**src/lpm_defs.svh**
```systemverilog
// register offsets, field positions and reset values of the low-power mode controller
`ifndef LPM_DEFS_SVH
`define LPM_DEFS_SVH

`define LPM_ADDR_W        8
`define LPM_OFS_MODE      8'h00
`define LPM_OFS_STATUS    8'h04
`define LPM_OFS_IO_RESUME 8'h08
`define LPM_OFS_WAKE_EN   8'h0c
`define LPM_OFS_INT_STAT  8'h10
`define LPM_OFS_INT_MASK  8'h14

`define LPM_MODE_W        3
`define LPM_ST_CAUSE_BIT  3
`define LPM_ST_HOLD_BIT   4
`define LPM_RESUME_BIT    0

`define LPM_EV_W          4
`define LPM_EV_ENTER      0
`define LPM_EV_WAKE       1
`define LPM_EV_DEEP       2
`define LPM_EV_REFUSE     3

`define LPM_WAKE_EN_RST   32'h0000_0000
`define LPM_INT_MASK_RST  4'h0

`endif

```
**src/lpm_pkg.sv**
```systemverilog
// types of the low-power mode controller
package lpm_pkg;

	typedef enum logic [2:0]
	{
		LPM_RUN   = 3'h0,
		LPM_SLEEP = 3'h1,
		LPM_ACST  = 3'h2,
		LPM_SSTBY = 3'h3,
		LPM_DSTBY = 3'h4
	} lpm_mode_type;

	typedef enum logic [2:0]
	{
		ST_RUN   = 3'h0,
		ST_SLEEP = 3'h1,
		ST_ACST  = 3'h3,
		ST_SSTBY = 3'h2,
		ST_DSTBY = 3'h6,
		ST_WAKE  = 3'h4
	} lpm_state_type;

endpackage

```
**src/lpm_ctrl.sv**
```systemverilog
// low-power mode controller with apb register access
`timescale 1ns/1ps
`include "lpm_defs.svh"

module lpm_ctrl
	import lpm_pkg::*;
#(
	parameter int WAKE_W = 8
)
(
	// clock, reset, enable
	input  wire logic              pclk,
	input  wire logic              presetn,
	input  wire logic              pclk_en,
	// apb slave
	input  wire logic [7:0]        paddr,
	input  wire logic              psel,
	input  wire logic              penable,
	input  wire logic              pwrite,
	input  wire logic [31:0]       pwdata,
	output logic      [31:0]       prdata,
	output logic                   pready,
	output logic                   pslverr,
	// core side
	input  wire logic              wait_exec,
	input  wire logic              supervisor,
	input  wire logic              ext_reset_seen,
	output logic                   core_resume_irq,
	output logic                   core_reset_req,
	// wake requests from pins
	input  wire logic [WAKE_W-1:0] wake_req,
	// watchdog usage
	input  wire logic              system_watchdog_used,
	input  wire logic              indep_watchdog_used,
	// power and clock controls
	output logic                   osc_en,
	output logic                   cpu_clk_en,
	output logic                   periph_clk_en,
	output logic                   ram_clk_en,
	output logic                   system_watchdog_run,
	output logic                   indep_watchdog_run,
	output logic                   state_lost,
	output logic                   io_hold,
	output logic                   vdet_por_en,
	// interrupt
	output logic                   irq
);

	lpm_state_type              state_q;
	lpm_state_type              state_d;
	lpm_mode_type               mode_q;
	logic [WAKE_W-1:0]          wake_sync;
	logic [WAKE_W-1:0]          wake_en_q;
	logic [`LPM_EV_W-1:0]       int_stat_q;
	logic [`LPM_EV_W-1:0]       int_mask_q;
	logic [`LPM_EV_W-1:0]       ev;
	logic [31:0]                prdata_q;
	logic                       from_deep_q;
	logic                       deep_hold_q;
	logic                       deep_cause_q;
	logic                       io_hold_q;
	logic                       resume_irq_q;
	logic                       core_reset_q;
	logic                       osc_q;
	logic                       cpu_clk_q;
	logic                       periph_clk_q;
	logic                       ram_clk_q;
	logic                       wdt_run_q;
	logic                       lost_q;
	logic                       wr;
	logic                       rd_setup;
	logic                       addr_ok;
	logic                       wake_hit;
	logic                       refused;
	logic                       resume_wr;
	logic                       stop_osc;

	lpm_sync #(.W(WAKE_W)) u_wake_sync
	(
		.pclk     (pclk),
		.presetn  (presetn),
		.pclk_en  (pclk_en),
		.async_in (wake_req),
		.sync_out (wake_sync)
	);

	// apb decode; zero wait states
	assign wr       = psel && penable && pwrite;
	assign rd_setup = psel && !penable && !pwrite;
	assign addr_ok  = paddr == `LPM_OFS_MODE || paddr == `LPM_OFS_STATUS ||
	                  paddr == `LPM_OFS_IO_RESUME || paddr == `LPM_OFS_WAKE_EN ||
	                  paddr == `LPM_OFS_INT_STAT || paddr == `LPM_OFS_INT_MASK;
	assign pready   = 1'b1;
	assign pslverr  = psel && penable && !addr_ok;
	assign prdata   = prdata_q;

	assign resume_wr = wr && paddr == `LPM_OFS_IO_RESUME && pwdata[`LPM_RESUME_BIT];
	assign wake_hit  = |(wake_sync & wake_en_q);

	always_comb
	begin
		state_d = state_q;
		refused = 1'b0;
		case (state_q)
			ST_RUN:
				if (wait_exec)
				begin
					// standby with a watchdog running would freeze or lose it
					if (!supervisor || ((mode_q == LPM_SSTBY || mode_q == LPM_DSTBY) &&
					    (system_watchdog_used || indep_watchdog_used)))
						refused = 1'b1;
					else
						case (mode_q)
							LPM_SLEEP: state_d = ST_SLEEP;
							LPM_ACST:  state_d = ST_ACST;
							LPM_SSTBY: state_d = ST_SSTBY;
							LPM_DSTBY: state_d = ST_DSTBY;
							default:   state_d = ST_RUN;
						endcase
				end
			ST_SLEEP, ST_ACST, ST_SSTBY, ST_DSTBY:
				if (wake_hit)
					state_d = ST_WAKE;
			ST_WAKE:
				state_d = ST_RUN;
			default:
				state_d = ST_RUN;
		endcase
	end

	always_ff @(posedge pclk or negedge presetn)
	begin
		if (!presetn)
			state_q <= ST_RUN;
		else if (pclk_en)
			state_q <= state_d;
	end

	// remember whether the wake comes out of deep standby
	always_ff @(posedge pclk or negedge presetn)
	begin
		if (!presetn)
			from_deep_q <= 1'b0;
		else if (pclk_en && state_q == ST_RUN)
			from_deep_q <= state_d == ST_DSTBY;
	end

	// clock and retention controls follow the next state
	assign stop_osc = state_d == ST_SSTBY || state_d == ST_DSTBY;
	always_ff @(posedge pclk or negedge presetn)
	begin
		if (!presetn)
		begin
			osc_q        <= 1'b1;
			cpu_clk_q    <= 1'b1;
			periph_clk_q <= 1'b1;
			ram_clk_q    <= 1'b1;
			wdt_run_q    <= 1'b1;
			lost_q       <= 1'b0;
		end
		else if (pclk_en)
		begin
			osc_q        <= !stop_osc;
			cpu_clk_q    <= state_d == ST_RUN || state_d == ST_WAKE;
			periph_clk_q <= state_d == ST_RUN || state_d == ST_WAKE || state_d == ST_SLEEP;
			ram_clk_q    <= state_d == ST_RUN || state_d == ST_WAKE || state_d == ST_SLEEP;
			wdt_run_q    <= !stop_osc;
			lost_q       <= state_d == ST_DSTBY;
		end
	end

	// pin hold; after deep standby it outlives the wake until released
	always_ff @(posedge pclk or negedge presetn)
	begin
		if (!presetn)
		begin
			deep_hold_q <= 1'b0;
			io_hold_q   <= 1'b0;
		end
		else if (pclk_en)
		begin
			if (state_d == ST_DSTBY)
				deep_hold_q <= 1'b1;
			else if (resume_wr)
				deep_hold_q <= 1'b0;
			io_hold_q <= state_d == ST_ACST || state_d == ST_SSTBY || state_d == ST_DSTBY ||
			             (deep_hold_q && !resume_wr);
		end
	end

	// core restart: interrupt or reset depending on the mode left
	always_ff @(posedge pclk or negedge presetn)
	begin
		if (!presetn)
		begin
			resume_irq_q <= 1'b0;
			core_reset_q <= 1'b0;
		end
		else if (pclk_en)
		begin
			resume_irq_q <= state_q == ST_WAKE && !from_deep_q;
			core_reset_q <= state_q == ST_WAKE && from_deep_q;
		end
	end

	// reset-cause flag; a deep-standby wake wins over a clearing reset
	always_ff @(posedge pclk or negedge presetn)
	begin
		if (!presetn)
			deep_cause_q <= 1'b0;
		else if (pclk_en)
		begin
			if (state_q == ST_WAKE && from_deep_q)
				deep_cause_q <= 1'b1;
			else if (ext_reset_seen)
				deep_cause_q <= 1'b0;
		end
	end

	// software-written registers
	always_ff @(posedge pclk or negedge presetn)
	begin
		if (!presetn)
		begin
			mode_q     <= LPM_RUN;
			wake_en_q  <= WAKE_W'(`LPM_WAKE_EN_RST);
			int_mask_q <= `LPM_INT_MASK_RST;
		end
		else if (pclk_en && wr)
		begin
			if (paddr == `LPM_OFS_MODE)
				mode_q <= lpm_mode_type'(pwdata[`LPM_MODE_W-1:0]);
			if (paddr == `LPM_OFS_WAKE_EN)
				wake_en_q <= pwdata[WAKE_W-1:0];
			if (paddr == `LPM_OFS_INT_MASK)
				int_mask_q <= pwdata[`LPM_EV_W-1:0];
		end
	end

	// sticky events, write one to clear, set wins
	always_comb
	begin
		ev                 = '0;
		ev[`LPM_EV_ENTER]  = pclk_en && state_q == ST_RUN && state_d != ST_RUN;
		ev[`LPM_EV_WAKE]   = pclk_en && state_q == ST_WAKE && !from_deep_q;
		ev[`LPM_EV_DEEP]   = pclk_en && state_q == ST_WAKE && from_deep_q;
		ev[`LPM_EV_REFUSE] = pclk_en && refused;
	end

	always_ff @(posedge pclk or negedge presetn)
	begin
		if (!presetn)
			int_stat_q <= '0;
		else if (pclk_en)
		begin
			if (wr && paddr == `LPM_OFS_INT_STAT)
				int_stat_q <= (int_stat_q & ~pwdata[`LPM_EV_W-1:0]) | ev;
			else
				int_stat_q <= int_stat_q | ev;
		end
	end

	// read data captured in the setup phase
	always_ff @(posedge pclk or negedge presetn)
	begin
		if (!presetn)
			prdata_q <= '0;
		else if (pclk_en && rd_setup)
		begin
			prdata_q <= '0;
			case (paddr)
				`LPM_OFS_MODE:
					prdata_q[`LPM_MODE_W-1:0] <= mode_q;
				`LPM_OFS_STATUS:
				begin
					prdata_q[2:0]               <= state_q;
					prdata_q[`LPM_ST_CAUSE_BIT] <= deep_cause_q;
					prdata_q[`LPM_ST_HOLD_BIT]  <= io_hold_q;
				end
				`LPM_OFS_WAKE_EN:
					prdata_q[WAKE_W-1:0] <= wake_en_q;
				`LPM_OFS_INT_STAT:
					prdata_q[`LPM_EV_W-1:0] <= int_stat_q;
				`LPM_OFS_INT_MASK:
					prdata_q[`LPM_EV_W-1:0] <= int_mask_q;
				default:
					prdata_q <= '0;
			endcase
		end
	end

	assign osc_en              = osc_q;
	assign cpu_clk_en          = cpu_clk_q;
	assign periph_clk_en       = periph_clk_q;
	assign ram_clk_en          = ram_clk_q;
	assign system_watchdog_run = wdt_run_q;
	assign indep_watchdog_run  = wdt_run_q;
	assign state_lost          = lost_q;
	assign io_hold             = io_hold_q;
	assign vdet_por_en         = 1'b1;
	assign core_resume_irq     = resume_irq_q;
	assign core_reset_req      = core_reset_q;
	assign irq                 = |(int_stat_q & int_mask_q);
endmodule

```
**src/lpm_sync.sv**
```systemverilog
// two-flop synchroniser for asynchronous wake request pins
`timescale 1ns/1ps

module lpm_sync
	import lpm_pkg::*;
#(
	parameter int W = 8
)
(
	// clock and reset
	input  wire logic         pclk,
	input  wire logic         presetn,
	input  wire logic         pclk_en,
	// signals
	input  wire logic [W-1:0] async_in,
	output logic      [W-1:0] sync_out
);

	genvar i;
	generate
		for (i = 0; i < W; i++)
		begin : g_bit
			logic meta_q;
			logic sync_q;
			always_ff @(posedge pclk or negedge presetn)
			begin
				if (!presetn)
				begin
					meta_q <= 1'b0;
					sync_q <= 1'b0;
				end
				else if (pclk_en)
				begin
					meta_q <= async_in[i];
					sync_q <= meta_q;
				end
			end
			assign sync_out[i] = sync_q;
		end
	endgenerate

endmodule

```
**config.mk**
```make
export PLATFORM = sky130hd
export DESIGN_NAME = lpm_ctrl
export DESIGN_NICKNAME = d
export VERILOG_FILES = /design/src/lpm_pkg.sv /design/src/lpm_ctrl.sv /design/src/lpm_sync.sv
export VERILOG_INCLUDE_DIRS = /design/src
export SDC_FILE = /design/constraint.sdc
export NUM_CORES = 1
export LEC_CHECK = 0
export ABC_AREA = 1
export BUFFER_PORTS_ARGS = -buffer_cell sky130_fd_sc_hd__buf_2
export CORE_AREA = 5 5 87 89
export DETAILED_ROUTE_END_ITERATION = 10
export DIE_AREA = 0 0 92 94
export PLACE_DENSITY = 0.82
export SYNTH_ARGS = -nofsm -noshare
export SYNTH_HDL_FRONTEND = slang
export SYNTH_SLANG_ARGS = --single-unit
export TNS_END_PERCENT = 10
```
**constraint.sdc**
```tcl
create_clock -name pclk -period 1.8 [get_ports pclk]
set_clock_uncertainty 0.1 [all_clocks]
set_input_delay 0.18 -clock pclk [delete_from_list [all_inputs] [get_ports pclk]]
set_output_delay 0.18 -clock pclk [all_outputs]
set_load 0.01 [all_outputs]
```
After elaboration in Yosys (flattened, before gate mapping):

Index checks and enable logic that the tools add are counted.

* input bits: 59
* register bits after elaboration: 56
* logic and storage cells: 129
* output and inout port bits: 46

* eq/ne operators: 19
* bitwise gates (word level): 6
* mux-type cells: 17
* reductions and logical operators: 55

Operator list (count)
* logical AND 1 bit: 20
* equality test 3 x 2 -> 1 bit, second input constant: 6
* equality test 8 x 4 -> 1 bit, second input constant: 2
* equality test 8 x 5 -> 1 bit, second input constant: 2
* equality test 3 bit, second input constant: 5
* one-hot mux 3 bit (5 select lines): 1
* logical OR 1 bit: 14
* two-way mux 3 bit: 4
* one-hot mux 3 bit (4 select lines): 1
* AND reduction 2 bit: 5
* equality test 3 x 1 -> 1 bit, second input constant: 3
* bitwise AND 4 bit: 2
* bitwise AND 8 bit: 1
* equality test 8 x 3 -> 1 bit, second input constant: 1
* logical NOT 8 bit: 1
* bitwise OR 4 bit: 2
* OR reduction 4 bit: 2
* OR reduction 8 bit: 1
* logical NOT 1 bit: 7
* two-way mux 1 bit: 7
* logical NOT 3 bit: 2
* one-hot mux 3 bit (2 select lines): 1
* two-way mux 4 bit: 1
* inverter 4 bit: 1
* 4 further kinds: 5

Longest topological paths before layout:

* depth after elaboration: 11
* depth in mapped cells: 10
* gate-level depth less buffers: 10

Modules after synthesis:

Synthesis repeated with hierarchy kept, for this count alone.

* cells, all modules: 376
* area, all modules: 3041.7 µm²

By module, submodules not included
* lpm_ctrl: cells each 300, times used 1, area an instance 2297.2 µm², sequential area each 1004.7 µm²
* lpm_sync: cells each 76, times used 1, area an instance 744.5 µm², sequential area each 400.4 µm²

Worst setup path after synthesis:

No wires, ideal clock.

* path type: reg2reg
* start point: register mode_q[0]
* end point: register int_stat_q[0]
* library setup time: 0.119 ns
* period minus slack after synthesis: 1.358 ns
* data arrival time: 1.139 ns
* path slack: 0.442 ns
* data required time: 1.581 ns
* stages on the path, launching flop included: 9
* buffers on the path: 0
* cells stage by stage: dfrtp_1 > o21ai_1 > nand3_2 > nand3_1 > nor2_1 > nor2_2 > nand3_1 > nand2_1 > nand2_1

* longest elaborated chain between the ends: 11
* elaborated cells between the ends (all ways): 16
* those cells by class: 4 x eq/ne; 5 x mux; 2 x bitwise; 5 x reduce/logical

Ends and longest elaborated chain
* start: declaration: RTL line lpm_ctrl.sv:51 `lpm_mode_type mode_q;`
* start signal: assignment: RTL line lpm_ctrl.sv:232 `` mode_q <= lpm_mode_type'(pwdata[`LPM_MODE_W-1:0]); ``
* parallel branches: the longest is 4 deep, another holds one-hot mux 3 bit (4 select lines)
* two-way mux 3 bit *: RTL line lpm_ctrl.sv:109 `if (!supervisor || ((mode_q == LPM_SSTBY || mode_q == LPM_DSTBY) &&`
* two-way mux 3 bit *: RTL line lpm_ctrl.sv:106 `if (wait_exec)`
* one-hot mux 3 bit (2 select lines) *: RTL line lpm_ctrl.sv:104 `case (state_q)`
* nonzero test 3 bit *: RTL line lpm_ctrl.sv:244 `` ev[`LPM_EV_ENTER] = pclk_en && state_q == ST_RUN && state_d != ST_RUN; ``
* logical AND 1 bit *: RTL line lpm_ctrl.sv:244
* bitwise OR 4 bit, on equally long branches: RTL line lpm_ctrl.sv:259, lpm_ctrl.sv:257
* two-way mux 4 bit *: RTL line lpm_ctrl.sv:256 `` if (wr && paddr == `LPM_OFS_INT_STAT) ``
* end signal: assignment: RTL line lpm_ctrl.sv:257 `` int_stat_q <= (int_stat_q & ~pwdata[`LPM_EV_W-1:0]) | ev; ``
* end signal: assignment: RTL line lpm_ctrl.sv:259 `int_stat_q <= int_stat_q | ev;`
* end: declaration: RTL line lpm_ctrl.sv:54 `` logic [`LPM_EV_W-1:0] int_stat_q; ``

Mark *: on every way between the ends.
A chain may end at the register's enable or synchronous reset.

Worst setup path after layout:

Ends and elaborated chain as after synthesis.

==> metrics.md <==
| Metric | Value |
|---|---|
| Outcome | completed |
| Worst skew pair latency | approximately 310 ps |
| WL/cell | ~13 um |
| Leakage | 1.79 nW |
| Final hold violations | 0 |
| Critical path fanouts, max | 5 |
| Synth area leaders | dfrtp_1 (45%), nand2_1 (13%), buf_4 (7.7%) |
| Hold_buf cts | 11 |
| Via density | 4.87 |
| RSZ-0062 raised after global routing | no |
| VDD IR-drop max | 0.492 mV |
| Gpl congestion | 0.941 |
| Total gr overflow | 0 |
| Number of global-route vias before repair | about 2400 |
| Routed Antenna Nets | 0 |
| DIE HEIGHT | 94 um |
| Largest net degree at the start of global routing | 37 |
| Detailed Route WL | 6.53 mm |
| Reg2Reg Setup Slack | 190 ps |
| DR top layer | met4 |
| Via count | approximately 2500 |
| Largest area contributor in the synthesized netlist | dfrtp_1 |
| First-pass GRT wire length | 10.8 mm |
| DRT met1 WL | 2.84 mm |
| Post-synth top area share | approximately 45% |
| Crit. Startpoint | mode_q[0] |
| Ant diodes | 0 |
| Max-Cap Viols | 0 |
| CP max-delay cell | dfrtp_1 |
| Worst Path Buf+Inv | 0 |
| Boundary Pins | between 100 and 150 |
| CP max stage delay | 450 ps |
| GRT Resource Usage Total | 15.7% |
| Starting density of the core | 44.0% |
| Worst-path clk slew | 100 ps |
| Clock root cell | clkbuf_8 |
| Post-CTS setup repair buffer count | 0 |
| Initial antenna violation count | 0 |
| Critical path launch point type | flop |
| Final setup violation count | 0 |
| TritonCTS Buffers | 5 |
| Fmax | 623 MHz |
| Post-synth EDFFs | 0 |
| Worst setup EP type | flop |
| # resized after CTS | 0 |
| Place WS | 227 ps |
| Class of the worst hold path | in -> reg |
| H-tree levels | 2 |
| Setup WS post-layout | 194 ps |
| Layout cell share with drive strength beyond 1 | a little over a fifth |
| CP delay by family, top | simple AND/OR/NAND/NOR gates |
| Power density over the cells | 801 nW/um^2 |
| Final nets | approximately 490 |
| Maximum clock path buffer count | 2 |
| Most used DFF post-synth | dfrtp_1 |
| Total power | between 2 and 3 mW |
| Period Utilization, post-route | between 80% and 90% |
| Rows | 30 |
| Mapped Cells | 362 |
| CP endpoint | int_stat_q[0] |
| Die X | 92 um |
| Dpl hpwl | slightly above 5 mm |
| CTS Sinks | 56 |
| Initial DRT Pass Iterations | 4 |
| Worst r2r src | mode_q[0] |
| Drt drc | 0 |
| Setup CP Type | reg -> reg |
| Core outline area | 6680 sq um |
| WL met2 | 2.95 mm |
| Yosys warns | 0 |
| Final slew viol count | 0 |
| FF-to-FF path depth | 8 |
| Crit path time final | 1610 ps |
| CP Depth | 8 |
| Count of input and output buffers | 54 |
| Setup_tns | 0 ps |
| Synthesized area per cell | a little over 8 sq um |
| Wire length on met3 | 662 um |
| DRT iter0 DRCs | between 100 and 150 |
| Seq/Total Area, Yosys | 47.8% |
| Worst r2r dst | int_stat_q[0] |
| TritonCTS clock tree | yes |
| Synth cell types | 35 |
| Post-synth design cell area | 2940 sq um |
| Total die area | 8650 sq um |
| Asr flop ratio synth | 100% |
| CP cell instances | o21ai_1 -> nand3_2 -> nand3_1 -> nor2_1 -> nor2_2 -> nand3_1 -> nand2_1 -> nand2_1 |
| CP required | approximately 1900 ps |
| Synthesized flop and latch total | 56 |
| Layout area overhead | 16.0% |
| Crit path DAT | 1700 ps |
## worst min-delay path: stages
cell     delay (ps)
buf_2            90
nor2_2           40
a21oi_2          80
## registers in the layout, summed over array words and instances, names as in the netlist, 3 cells and up
signal                    flops
int_stat_q                    4
wake_en_q                     8
mode_q                        3
prdata                        8
state_q                       3
u_wake_sync.g_bit.sync_q      8
int_mask_q                    4
u_wake_sync.g_bit.meta_q      8
## how the worst min path moves through the flow
stage,startpoint,to,slack (ps),depth (start not counted)
after floorplan,presetn,core_reset_req,-220,0
after global placement,presetn,u_wake_sync.g_bit[2].meta_q,60,1
after detailed placement,presetn,u_wake_sync.g_bit[3].meta_q,70,1
after CTS,pwdata[6],wake_en_q[6],0.08,2
after global routing,pwdata[7],wake_en_q[7],30,3
final,pwdata[7],wake_en_q[7],10,3
## cell families after synthesis
group | after synthesis | synth area share, %
AOI/OAI and AO/OA | 56 | 10.9
and+or+nand+nor | 167 | 25.3
buffers and inverters | 78 | 14.1
muxes | 3 | 1.53
other | 2 | 0.256
DFF | 56 | 47.8
## power breakdown
group          switching [mW]  internal (mW)
combinational           0.337          0.200
sequential             0.0790           1.39
clock                   0.404          0.316
total                   0.820           1.91
## through the flow
stage	hold WS, ps	cells	instance area (sq um)	util (%)
2_1_floorplan	-216	386	3030	-
3_3_place_gp	62.3	489	3190	47.8
3_5_place_dp	71.8	489	3190	47.8
4_1_cts	0.0777	508	3400	50.8
5_1_grt	30.3	509	3410	51.0
6_report	11.2	509	3410	51.0
## cells in the mapped netlist, types with 2 or more instances
cell type	instances
dfrtp_1	53
nand4_1	7
nand2_1	102
o22ai_1	3
nor3_4	2
inv_1	38
o21ai_2	4
buf_4	30
nand2_2	2
o21bai_1	2
conb_1	2
o21ai_1	3
inv_2	4
nand3_2	2
dfstp_2	3
clkbuf_1	3
mux2_4	3
nor3_1	4
nand3_1	16
nor2_1	24
nor2_2	4
a21oi_1	11
o21ai_0	28
## final cells by class
cell class	instances	area [sq um]
clock buffer	7	86.3
fill	668	3280
sequential	56	1410
inverter	42	158
tap	80	100
timing repair buffer	71	440
multi-input combinational	252	1210
clock inverter	1	8.76
## placed cells by master (no fill, tap or decap), types with 2 or more instances in the layout
| cell | Yosys | layout |
|---|---|---|
| dfrtp_1 | 53 | 53 |
| buf_2 | 1 | 54 |
| conb_1 | 2 | 26 |
| o21ai_2 | 4 | 4 |
| inv_2 | 4 | 4 |
| nor2_2 | 4 | 4 |
| nor3_4 | 2 | 2 |
| o21bai_1 | 2 | 2 |
| dlygate4sd3_1 | 0 | 12 |
| nor2_1 | 24 | 24 |
| mux2_4 | 3 | 3 |
| nand2_1 | 102 | 102 |
| a21oi_1 | 11 | 11 |
| clkbuf_8 | 0 | 6 |
| nand4_1 | 7 | 7 |
| inv_1 | 38 | 38 |
| nand3_1 | 16 | 16 |
| nor3_1 | 4 | 4 |
| o22ai_1 | 3 | 3 |
| nand3_2 | 2 | 2 |
| nand2_2 | 2 | 2 |
| o21ai_1 | 3 | 3 |
| dfstp_2 | 3 | 3 |
| o21ai_0 | 28 | 28 |
| buf_4 | 30 | 4 |
## routing by layer
metal,vias up,global-route usage (%)
met5,-,0
met4,0,5.20
met3,12,4.49
met2,104,24.5
met1,1131,21.1
li1,1231,-
Note: power is estimated with default switching activity, not from simulation.
